File: config.mk
export PLATFORM = sky130hd
export DESIGN_NAME = tsasp_pipeline
export DESIGN_NICKNAME = d
export VERILOG_FILES = /design/src/common/tsasp_pkg.sv /design/src/hw/tsasp_sync.sv /design/src/hw/tsasp_cmp_bank.sv /design/src/hw/tsasp_pipeline.sv
export VERILOG_INCLUDE_DIRS = /design/src /design/src/common
export SDC_FILE = /design/constraint.sdc
export NUM_CORES = 2
export LEC_CHECK = 0
export BUFFER_PORTS_ARGS = -buffer_cell sky130_fd_sc_hd__buf_2
export CAP_MARGIN = 20
export CORE_MARGIN = 1.5
export CORE_UTILIZATION = 60
export CTS_CLUSTER_SIZE = 25
export DETAILED_ROUTE_END_ITERATION = 10
export PLACE_DENSITY = 0.8
export SYNTH_ARGS = -nofsm -noshare
export SYNTH_HDL_FRONTEND = slang
export SYNTH_SLANG_ARGS = --single-unit
File: constraint.sdc
create_clock -name sys_clk -period 43.7 [get_ports sys_clk]
set_input_delay 2.185 -clock sys_clk [delete_from_list [all_inputs] [get_ports sys_clk]]
set_output_delay 2.185 -clock sys_clk [all_outputs]
set_load 0.01 [all_outputs]
File: src/common/tsasp_map.svh
`ifndef TSASP_MAP_SVH
`define TSASP_MAP_SVH

// Field layout of the merged output word
`define TSASP_WORD_W       8
`define TSASP_NIB_W        4
`define TSASP_UPPER_MSB    7
`define TSASP_UPPER_LSB    4
`define TSASP_LOWER_MSB    3
`define TSASP_LOWER_LSB    0

// Comparator bank shape
`define TSASP_CMP_COUNT    15
`define TSASP_UPPER_SHIFT  4
`define TSASP_LOWER_SHIFT  8

// Analogue level resolution and reset values
`define TSASP_LEVEL_W      12
`define TSASP_WORD_RST     8'h00
`define TSASP_NIB_RST      4'h0

// Converter clock rises from sampling to word on the bus
`define TSASP_FILL_RISES   2'h3

`endif

File: src/common/tsasp_pkg.sv
package tsasp_pkg;

	typedef logic [3:0] tsasp_nibble_type;
	typedef logic [7:0] tsasp_word_type;

	typedef enum logic {
		TSASP_BANK_A = 1'b0,
		TSASP_BANK_B = 1'b1
	} tsasp_bank_type;

endpackage : tsasp_pkg

File: src/hw/tsasp_sync.sv
`timescale 1ns/10ps
`default_nettype none

module tsasp_sync #(
	parameter int                 WIDTH   = 1,
	parameter logic [WIDTH-1:0]   RST_VAL = '0
) (
	// Clock and reset
	input  wire logic             sys_clk,
	input  wire logic             reset_n,
	// Asynchronous level in, synchronous level out
	input  wire logic [WIDTH-1:0] async_in,
	output var  logic [WIDTH-1:0] sync_out
);

	logic [WIDTH-1:0] meta_q;

	// Two flip-flops before any reader
	always_ff @(posedge sys_clk or negedge reset_n) begin
		if (!reset_n) begin
			meta_q   <= RST_VAL;
			sync_out <= RST_VAL;
		end else begin
			meta_q   <= async_in;
			sync_out <= meta_q;
		end
	end

endmodule : tsasp_sync

`default_nettype wire

File: src/hw/tsasp_cmp_bank.sv
`timescale 1ns/10ps
`default_nettype none

`include "tsasp_map.svh"

module tsasp_cmp_bank #(
	parameter int W     = `TSASP_LEVEL_W,
	parameter int SHIFT = `TSASP_UPPER_SHIFT
) (
	// Held sample and reference ladder
	input  wire logic [W-1:0] level,
	input  wire logic [W-1:0] base,
	input  wire logic [W-1:0] span,
	// Binary count of comparators tripped
	output var  logic [3:0]   code
);

	logic [`TSASP_CMP_COUNT-1:0] hit;
	logic [W+3:0]                level_ext;

	assign level_ext = {4'h0, level};

	// One threshold per comparator on the ladder
	genvar k;
	generate
		for (k = 1; k <= `TSASP_CMP_COUNT; k++) begin : g_cmp
			logic [W+3:0] prod;
			logic [W+3:0] thr;
			assign prod     = {4'h0, span} * 4'(k);
			assign thr      = {4'h0, base} + (prod >> SHIFT);
			assign hit[k-1] = (level_ext >= thr);
		end
	endgenerate

	// Thermometer to binary
	always_comb begin
		code = 4'h0;
		for (int i = 0; i < `TSASP_CMP_COUNT; i++) begin
			code = code + {3'h0, hit[i]};
		end
	end

endmodule : tsasp_cmp_bank

`default_nettype wire

File: src/hw/tsasp_pipeline.sv
`timescale 1ns/10ps
`default_nettype none

`include "tsasp_map.svh"

module tsasp_pipeline
	import tsasp_pkg::*;
#(
	parameter int W = `TSASP_LEVEL_W
) (
	// Clock and reset
	input  wire logic                     sys_clk,
	input  wire logic                     reset_n,
	// Converter pins
	input  wire logic                     conv_clk_pin,
	input  wire logic                     oe_n_pin,
	// Analogue input and reference levels
	input  wire logic [W-1:0]             analog_level,
	input  wire logic [W-1:0]             top_reference_level,
	input  wire logic [W-1:0]             bottom_reference_level,
	// Output bus
	output var  tsasp_pkg::tsasp_word_type data_out,
	output var  logic                     data_oe,
	output var  logic                     word_valid,
	output var  logic                     word_strobe
);

	import tsasp_pkg::*;

	logic [1:0]       pins_s;
	logic [W-1:0]     level_s;
	logic [2*W-1:0]   refs_s;
	logic             conv_s;
	logic             oe_n_s;
	logic [W-1:0]     top_s;
	logic [W-1:0]     bot_s;
	logic             conv_prev_q;
	wire              fall;
	wire              rise;

	logic [W-1:0]     upper_samp_q;
	logic [W-1:0]     bank_samp_q [2];
	logic [W-1:0]     bank_ref_q [2];
	tsasp_bank_type   sel_q;
	tsasp_nibble_type upper_partial_result;
	tsasp_nibble_type upper_d1_q;
	tsasp_nibble_type lower_partial_result;
	tsasp_word_type   data_out_q;
	logic             data_oe_q;
	logic [1:0]       fill_q;
	logic             word_valid_q;
	logic             word_strobe_q;

	wire  [W-1:0]     span;
	tsasp_nibble_type upper_code;
	tsasp_nibble_type lower_code [2];
	wire  [W+3:0]     fref_prod;
	wire  [W-1:0]     fine_reference_level;
	wire              hold_bank;
	wire              fresh_bank;
	tsasp_nibble_type lower_sel;
	tsasp_word_type   merged;

	// Pin synchronisers
	tsasp_sync #(.WIDTH(2), .RST_VAL(2'h2)) u_sync_pins (
		.sys_clk  (sys_clk),
		.reset_n  (reset_n),
		.async_in ({oe_n_pin, conv_clk_pin}),
		.sync_out (pins_s)
	);

	tsasp_sync #(.WIDTH(W)) u_sync_level (
		.sys_clk  (sys_clk),
		.reset_n  (reset_n),
		.async_in (analog_level),
		.sync_out (level_s)
	);

	tsasp_sync #(.WIDTH(2*W)) u_sync_refs (
		.sys_clk  (sys_clk),
		.reset_n  (reset_n),
		.async_in ({top_reference_level, bottom_reference_level}),
		.sync_out (refs_s)
	);

	assign conv_s = pins_s[0];
	assign oe_n_s = pins_s[1];
	assign top_s  = refs_s[2*W-1:W];
	assign bot_s  = refs_s[W-1:0];

	assign fall = conv_prev_q & ~conv_s;
	assign rise = ~conv_prev_q & conv_s;

	always_ff @(posedge sys_clk or negedge reset_n) begin
		if (!reset_n) begin
			conv_prev_q <= 1'b0;
		end else begin
			conv_prev_q <= conv_s;
		end
	end

	// Ladder spans bottom to top reference
	assign span = top_s - bot_s;

	// Upper comparator bank, no missing codes
	tsasp_cmp_bank #(.W(W), .SHIFT(`TSASP_UPPER_SHIFT)) u_upper (
		.level (upper_samp_q),
		.base  (bot_s),
		.span  (span),
		.code  (upper_code)
	);

	// Fine reference picked by upper result
	assign fref_prod            = {4'h0, span} * {{W{1'b0}}, upper_code};
	assign fine_reference_level = bot_s + fref_prod[W+3:4];

	// Two lower banks, one per sample parity
	genvar b;
	generate
		for (b = 0; b < 2; b++) begin : g_lower
			tsasp_cmp_bank #(.W(W), .SHIFT(`TSASP_LOWER_SHIFT)) u_lower (
				.level (bank_samp_q[b]),
				.base  (bank_ref_q[b]),
				.span  (span),
				.code  (lower_code[b])
			);
		end
	endgenerate

	// Bank sampled at the last fall, and the one still holding
	assign fresh_bank = ~sel_q;
	assign hold_bank  = sel_q;
	assign lower_sel  = lower_code[hold_bank];

	// Merge of upper and lower nibbles
	assign merged = {upper_d1_q, lower_partial_result};

	always_ff @(posedge sys_clk or negedge reset_n) begin
		if (!reset_n) begin
			upper_samp_q   <= '0;
			bank_samp_q[0] <= '0;
			bank_samp_q[1] <= '0;
		end else if (fall) begin
			upper_samp_q       <= level_s;
			bank_samp_q[sel_q] <= level_s;
		end
	end

	always_ff @(posedge sys_clk or negedge reset_n) begin
		if (!reset_n) begin
			sel_q <= TSASP_BANK_A;
		end else if (fall) begin
			sel_q <= tsasp_bank_type'(~sel_q);
		end
	end

	// Upper result and fine reference on rise
	always_ff @(posedge sys_clk or negedge reset_n) begin
		if (!reset_n) begin
			upper_partial_result <= `TSASP_NIB_RST;
			upper_d1_q           <= `TSASP_NIB_RST;
			bank_ref_q[0]        <= '0;
			bank_ref_q[1]        <= '0;
		end else if (rise) begin
			upper_partial_result   <= upper_code;
			upper_d1_q             <= upper_partial_result;
			bank_ref_q[fresh_bank] <= fine_reference_level;
		end
	end

	// Lower result from the holding bank
	always_ff @(posedge sys_clk or negedge reset_n) begin
		if (!reset_n) begin
			lower_partial_result <= `TSASP_NIB_RST;
		end else if (rise) begin
			lower_partial_result <= lower_sel;
		end
	end

	// Word out two rises after its sample's rise
	always_ff @(posedge sys_clk or negedge reset_n) begin
		if (!reset_n) begin
			data_out_q <= `TSASP_WORD_RST;
		end else if (rise) begin
			data_out_q <= merged;
		end
	end

	// Fill tracking, then one word per rise
	always_ff @(posedge sys_clk or negedge reset_n) begin
		if (!reset_n) begin
			fill_q        <= 2'h0;
			word_valid_q  <= 1'b0;
			word_strobe_q <= 1'b0;
		end else begin
			word_strobe_q <= rise & (fill_q == `TSASP_FILL_RISES);
			if (fall && fill_q != `TSASP_FILL_RISES) begin
				fill_q <= fill_q + 2'h1;
			end
			if (rise && fill_q == `TSASP_FILL_RISES) begin
				word_valid_q <= 1'b1;
			end
		end
	end

	always_ff @(posedge sys_clk or negedge reset_n) begin
		if (!reset_n) begin
			data_oe_q <= 1'b0;
		end else begin
			data_oe_q <= ~oe_n_s;
		end
	end

	assign data_out    = data_out_q;
	assign data_oe     = data_oe_q;
	assign word_valid  = word_valid_q;
	assign word_strobe = word_strobe_q;
endmodule : tsasp_pipeline

`default_nettype wire

After elaboration in Yosys (flattened, before gate mapping)
Cells that the tools add are included.
Word-level totals
  flip-flop bits (word level): 163
  latch bits: 0
  bits in writable memories: 0
  memory bits (read-only): 0
  output and inout port bits: 11
  logic and storage cells: 196
  memories: 0
Operators by class
  add/subtract/negate cells: 90
  multiply operators: 12
  div/mod/pow operators: 0
  order comparisons: 49
  eq/ne operators: 2
  shift operators: 0
  muxes and demuxes: 9
  bitwise gates (word level): 9
  reduce and logical (&&, ||, !) cells: 4
Operator list (number)
  12-bit by 16-bit >= comparator with 1-bit output: 45
  12-bit by 8-bit adder with 13-bit output: 15
  4-bit by 1-bit adder with 4-bit output: 33
  12-bit by 7-bit adder with 13-bit output: 8
  12-bit by 12-bit adder with 13-bit output: 7
  12-bit by 4-bit multiplier with 16-bit output (second input constant): 4
  12-bit by 3-bit multiplier with 15-bit output (second input constant): 4
  12-bit by 11-bit adder with 13-bit output: 4
  12-bit by 6-bit adder with 13-bit output: 4
  24-bit bitwise mux: 2
  12-bit by 2-bit multiplier with 14-bit output (second input constant): 3
  12-bit by 10-bit adder with 13-bit output: 2
  12-bit by 4-bit adder with 13-bit output: 2
  12-bit by 5-bit adder with 13-bit output: 2
  12-bit demux with 1-bit select: 2
  12-bit two-way mux: 2
  12-bit by 4-bit multiplier with 16-bit output: 1
  12-bit by 9-bit adder with 13-bit output: 1
  12-bit adder: 1
  3-bit by 1-bit adder with 4-bit output: 3
  4-bit two-way mux: 3
  12-bit subtractor: 1
  2-bit by 1-bit adder with 3-bit output: 3
  1-bit by 1-bit adder with 2-bit output: 3
  9 further kinds: 20

Longest topological paths before layout
  depth in word-level cells: 20
  mapped depth: 62
  depth with buffers taken out: 61

By module
Synthesis repeated with hierarchy kept, for this count alone.
Unflattened totals
  cell total of the unflattened synthesis: 5680
  area total of the unflattened synthesis: 49119.6 um2
By module, submodules not included
  tsasp_cmp_bank at u_upper: times used 1, cells an instance 1910, area an instance 15665.0 um2
  tsasp_cmp_bank at g_lower[0].u_lower: times used 1, cells an instance 1569, area an instance 12993.7 um2
  tsasp_cmp_bank at g_lower[1].u_lower: times used 1, cells an instance 1565, area an instance 12957.4 um2
  tsasp_pipeline: times used 1, cells an instance 560, area an instance 5599.1 um2
  tsasp_sync at u_sync_refs: times used 1, cells an instance 48, area an instance 1201.2 um2
  tsasp_sync at u_sync_level: times used 1, cells an instance 24, area an instance 600.6 um2
  tsasp_sync at u_sync_pins: times used 1, cells an instance 4, area an instance 102.6 um2

Worst setup path before layout
Ideal clock, no wire load.
  path kind: register to register
  start point: register u_sync_refs.sync_out[1]
  end point: register bank_ref_q[11] (netlist name)
  setup time: 136 ps
  arrival: 14600 ps
  required time: 43564 ps
  slack: 28963 ps
  cell stages (with the launch flop): 55
  path buffers: 0
  clock period less this slack: 14737 ps
  cell sequence: dfrtp_1 -> inv_1 -> ha_1 -> nor2b_1 -> o311a_1 -> o31a_1 -> o41a_1 -> xnor2_1 -> inv_1 -> fa_1 -> fa_1 -> ha_1 -> a21oi_1 -> nand2_1 -> a41oi_1 -> nor2_1 -> xnor2_1 -> ha_1 -> (+19 left out) -> inv_1 -> fa_1 -> inv_1 -> ha_1 -> o21a_1 -> a21o_1 -> a21oi_1 -> o21bai_1 -> a21o_1 -> xor2_1 -> ha_1 -> a21oi_1 -> o21ai_0 -> a31oi_1 -> mux2i_1 -> a211oi_1 -> xnor2_1 -> o21ai_0
On the way
  word-level cells in the longest chain between the ends: 20
  elaborated cells on any way between the ends: 59
Ends and longest elaborated chain
  from (decl): line tsasp_sync.sv:13  | output var logic [WIDTH-1:0] sync_out
  from (signal assigned): line tsasp_sync.sv:25  | sync_out <= meta_q;
  12-bit subtractor: line tsasp_pipeline.sv:103  | assign span = top_s - bot_s;
  12-bit by 2-bit multiplier with 14-bit output, or another cell as far along: line tsasp_cmp_bank.sv:29  | assign prod = {4'h0, span} * 4'(k);
  12-bit by 10-bit adder with 13-bit output / 12-bit by 16-bit >= comparator with 1-bit output (equally long branches): line tsasp_cmp_bank.sv:30, tsasp_cmp_bank.sv:31
  12-bit by 16-bit >= comparator with 1-bit output / 1-bit by 1-bit adder with 2-bit output (equally long branches): line tsasp_cmp_bank.sv:31, tsasp_cmp_bank.sv:39
  2-bit by 1-bit adder with 3-bit output: line tsasp_cmp_bank.sv:39  | code = code + {3'h0, hit[i]};
  3-bit by 1-bit adder with 4-bit output: line tsasp_cmp_bank.sv:39
  4-bit by 1-bit adder with 4-bit output (11 in a row): line tsasp_cmp_bank.sv:39
  12-bit by 4-bit multiplier with 16-bit output: line tsasp_pipeline.sv:114  | assign fref_prod = {4'h0, span} * {{W{1'b0}}, upper_code};
  12-bit adder (*): line tsasp_pipeline.sv:115  | assign fine_reference_level = bot_s + fref_prod[W+3:4];
  24-bit bitwise mux (*): line tsasp_pipeline.sv:167  | bank_ref_q[fresh_bank] <= fine_reference_level;
  to (signal, indexed assignment): line tsasp_pipeline.sv:167
  to (decl): line tsasp_pipeline.sv:43  | logic [W-1:0] bank_ref_q [2];
Every way passes the cells marked *; elsewhere a longest branch is shown, timed or not.
A chain may end at the register's enable or synchronous reset.

Final worst setup path
  start point: register u_sync_refs.sync_out[0]
  end point: register bank_ref_q[11] (netlist name)
Same word-level chain as after synthesis.

==> results.sh <==
export IMPL_status="complete, no violations"
export IMPL_instances_no_fill=5688
export IMPL_tns_ns=0
export IMPL_grtUsageTotal=0.373
export IMPL_ys_flop_type="dfrtp_1"
export IMPL_min_to="u_sync_refs.sync_out[0]$_DFF_PN0_"
export IMPL_wl_um=126000
export IMPL_synthArstFlopShare=1.00
export IMPL_hpwl_um=96100
export IMPL_cts_resized_gates=0
export IMPL_critPathMaxStageDelay_ns=0.89
export IMPL_synth_most_common_cell="ha_1"
export IMPL_place_congestion=0.991
export IMPL_seq_area_frac_synth=0.102
export IMPL_slew_viol_final=0
export IMPL_io_pin_count=51
export IMPL_post_dp_cell_area_um2=41900
export IMPL_nFillCells=5406
export IMPL_die_y_um=261
export IMPL_critPathKind="register to register"
export IMPL_max_slew_margin=0.177
export IMPL_numCtsBuffers=17
export IMPL_io_buffers=50
export IMPL_hold_buffers=0
export IMPL_synthCells=4687
export IMPL_hp_class="register to register"
export IMPL_dr_pass1_iters=8
export IMPL_cp_arrival_ns=16.19
export IMPL_start_util=0.607
export IMPL_synth_warnings=0
export IMPL_drtIter0Drc=2998
export IMPL_cts_tree="done"
export IMPL_vias=36000
export IMPL_avgRoutedWirePerCell_um=22.2
export IMPL_fin_crit_ns=15.88
export IMPL_fin_crit_sh=0.363
export IMPL_grt_busiest_layer="met2"
export IMPL_drive_above_1_share=0.0595
export IMPL_grtUsageMet2=0.573
export IMPL_syn_num_nets=5936
export IMPL_rows=94
export IMPL_slowest_stage="dfrtp_1"
export IMPL_fmax_mhz=63.0
export IMPL_drc=0
export IMPL_r2r_setup_slack_ns=27.82
export IMPL_clock_root_buffer="clkbuf_16"
export IMPL_postLayoutCellArea_um2=42500
export IMPL_clk_pin_slew_ns=0.09
export IMPL_clock_skew_ns=0.0179
export IMPL_synthTopCellsByCount="1070 x ha_1, 437 x a21oi_1, 404 x inv_1"
export IMPL_grt_util_met1=0.463
export IMPL_gr_usage_met3=0.0870
export IMPL_cp_common_cell="fa_1"
export IMPL_die_area_um2=68100
export IMPL_synth_edf_count=0
export IMPL_worstMarginPinSlew_ns=1.23
export IMPL_worstReg2RegStart="u_sync_refs.sync_out[0]$_DFF_PN0_"
export IMPL_grt_max_degree=116
export IMPL_syn_to_final_growth_pct=6.54
export IMPL_r2r_end="bank_ref_q[11]$_DFFE_PN0P_"
export IMPL_cts_setup_buffers=0
export IMPL_grt_pass1_wl_um=195000
export IMPL_clk_latency_ns=0.46
export IMPL_rsz0062_at_grt="no"
export IMPL_clock_sinks=163
export IMPL_cts_htree_levels=4
export IMPL_ys_top_cells_by_area="ha_1 34%, dfrtp_1 10%, fa_1 7.0%, xnor2_1 6.1%, a21oi_1 5.5%"
export IMPL_ys_ff_latch=163
export IMPL_synth_area_um2=39900
export IMPL_nNetsFinal=6058
export IMPL_required_ns=44.01
export IMPL_grt_overflow=0
export IMPL_grt_pass1_vias=35000
export IMPL_reg2reg_depth=55
export IMPL_hold_viol=0
export IMPL_antenna_found_initial=4
export IMPL_yosys_area_top_type_share=0.336
export IMPL_holdWs_ns=0.336
export IMPL_synth_cell_types=71
export IMPL_postRouteAntennaNets=0
export IMPL_cp_end_kind="register"
export IMPL_die_w_um=261
export IMPL_clk_path_buf_depth=2
export IMPL_netlist_top_cell_by_area="ha_1"
export IMPL_setup_viol=0
export IMPL_synth_area_per_cell_um2=8.51
export IMPL_startpoint_type="register"
export IMPL_drt_vias_per_instance=6.33
export IMPL_placed_cells=5653
export IMPL_coreArea_um2=65700
export IMPL_min_delay_start="u_sync_refs.meta_q[0]$_DFF_PN0_"
export IMPL_cp_max_fo=17
export IMPL_cap_violations=0
export IMPL_holdPathStages=0
[state kept, by name, summed over array words and instances, names as in the netlist, 8 cells and up]
| name | count |
|---|---|
| u_sync_level.meta_q | 12 |
| bank_ref_q | 24 |
| u_sync_refs.sync_out | 24 |
| u_sync_level.sync_out | 12 |
| bank_samp_q | 24 |
| data_out | 8 |
| u_sync_refs.meta_q | 24 |
| upper_samp_q | 12 |
[worst max-delay path: cells and delay by family (launching register included)]
family	cells	cell delay, ns
flip-flops	1	0.89
XOR/XNOR	5	1.71
adder cells (fa/ha/maj)	16	6.82
buffers and inverters	8	1.38
multiplexers	1	0.14
AO/OA/AOI/OAI	19	3.71
AND/OR/NAND/NOR	6	1.06
[worst max-delay path by stage]
stage / startpoint / end / slack, ns / cells after the start
2_1_floorplan: u_sync_refs.sync_out[1]$_DFF_PN0_ / bank_ref_q[11]$_DFFE_PN0P_ / 28.96 / 54
3_3_place_gp: u_sync_refs.sync_out[0]$_DFF_PN0_ / bank_ref_q[11]$_DFFE_PN0P_ / 28.25 / 55
3_5_place_dp: u_sync_refs.sync_out[0]$_DFF_PN0_ / bank_ref_q[11]$_DFFE_PN0P_ / 27.99 / 55
4_1_cts: u_sync_refs.sync_out[0]$_DFF_PN0_ / bank_ref_q[11]$_DFFE_PN0P_ / 27.93 / 55
5_1_grt: u_sync_refs.sync_out[1]$_DFF_PN0_ / bank_ref_q[11]$_DFFE_PN0P_ / 27.08 / 57
6_report: u_sync_refs.sync_out[0]$_DFF_PN0_ / bank_ref_q[11]$_DFFE_PN0P_ / 27.82 / 55
[layout by cell type (no fill, tap or decap), types with 7 or more instances in the layout]
cell type | Yosys | layout
inv_1 | 404 | 404
a31o_2 | 13 | 13
o31ai_1 | 9 | 9
nor3_1 | 53 | 53
or2_2 | 33 | 33
buf_2 | 1 | 49
nand4_1 | 34 | 34
fa_1 | 139 | 139
o211ai_1 | 58 | 58
o22ai_1 | 10 | 10
a32oi_1 | 8 | 8
o21bai_1 | 35 | 35
buf_4 | 0 | 112
nor2b_1 | 117 | 117
a31oi_1 | 15 | 15
a21o_1 | 182 | 182
a21boi_0 | 29 | 29
mux2_2 | 28 | 28
nand3_1 | 76 | 76
xor2_1 | 239 | 239
or3_1 | 8 | 8
nand2b_1 | 114 | 114
nand2_1 | 279 | 279
o21a_1 | 64 | 64
clkbuf_16 | 0 | 17
nor2_1 | 196 | 195
o21ai_0 | 314 | 314
and3_1 | 16 | 16
a211oi_1 | 30 | 30
a22oi_1 | 11 | 11
dfrtp_1 | 161 | 161
and2_1 | 25 | 25
ha_1 | 1070 | 1070
a41oi_1 | 36 | 36
a21oi_1 | 437 | 437
xnor2_1 | 280 | 277
a211o_1 | 7 | 7
[through the flow]
| stage | utilization | worst slack [ns] |
|---|---|---|
| after global routing | 0.647 | 27.08 |
| after floorplan | - | 28.96 |
| after global placement | 0.637 | 28.25 |
| final | 0.647 | 27.82 |
| after CTS | 0.646 | 27.93 |
| after detailed placement | 0.637 | 27.99 |
[cells by family after synthesis]
kind of cell             Yosys count  synth area share
adder cells (fa/ha/maj)         1209             0.405
AND/OR/NAND/NOR                  974             0.120
buffers and inverters            470            0.0442
AO/OA/AOI/OAI                   1316             0.204
flip-flops                       163             0.102
multiplexers                      34           0.00941
XOR/XNOR                         521             0.115
[metal layers]
metal	routed length (um)	share of wire
met1	50300	0.40
met2	52500	0.42
met3	13100	0.10
met4	10500	0.083
met5	26	0.00021
[layout make-up]
class                      count  area (um^2)  area share
multi-input combinational   4054        34100       0.802
sequential                   163         4080      0.0960
inverter                     411         1540      0.0363
timing repair buffer         162         1100      0.0259
tap                          864         1080      0.0254
clock buffer                  17          425      0.0100
clock inverter                15          194     0.00456
antenna                        2         5.00    0.000118
Power is not shown: default switching activity piles up to over one toggle a cycle in this logic, so the estimate is an artifact.
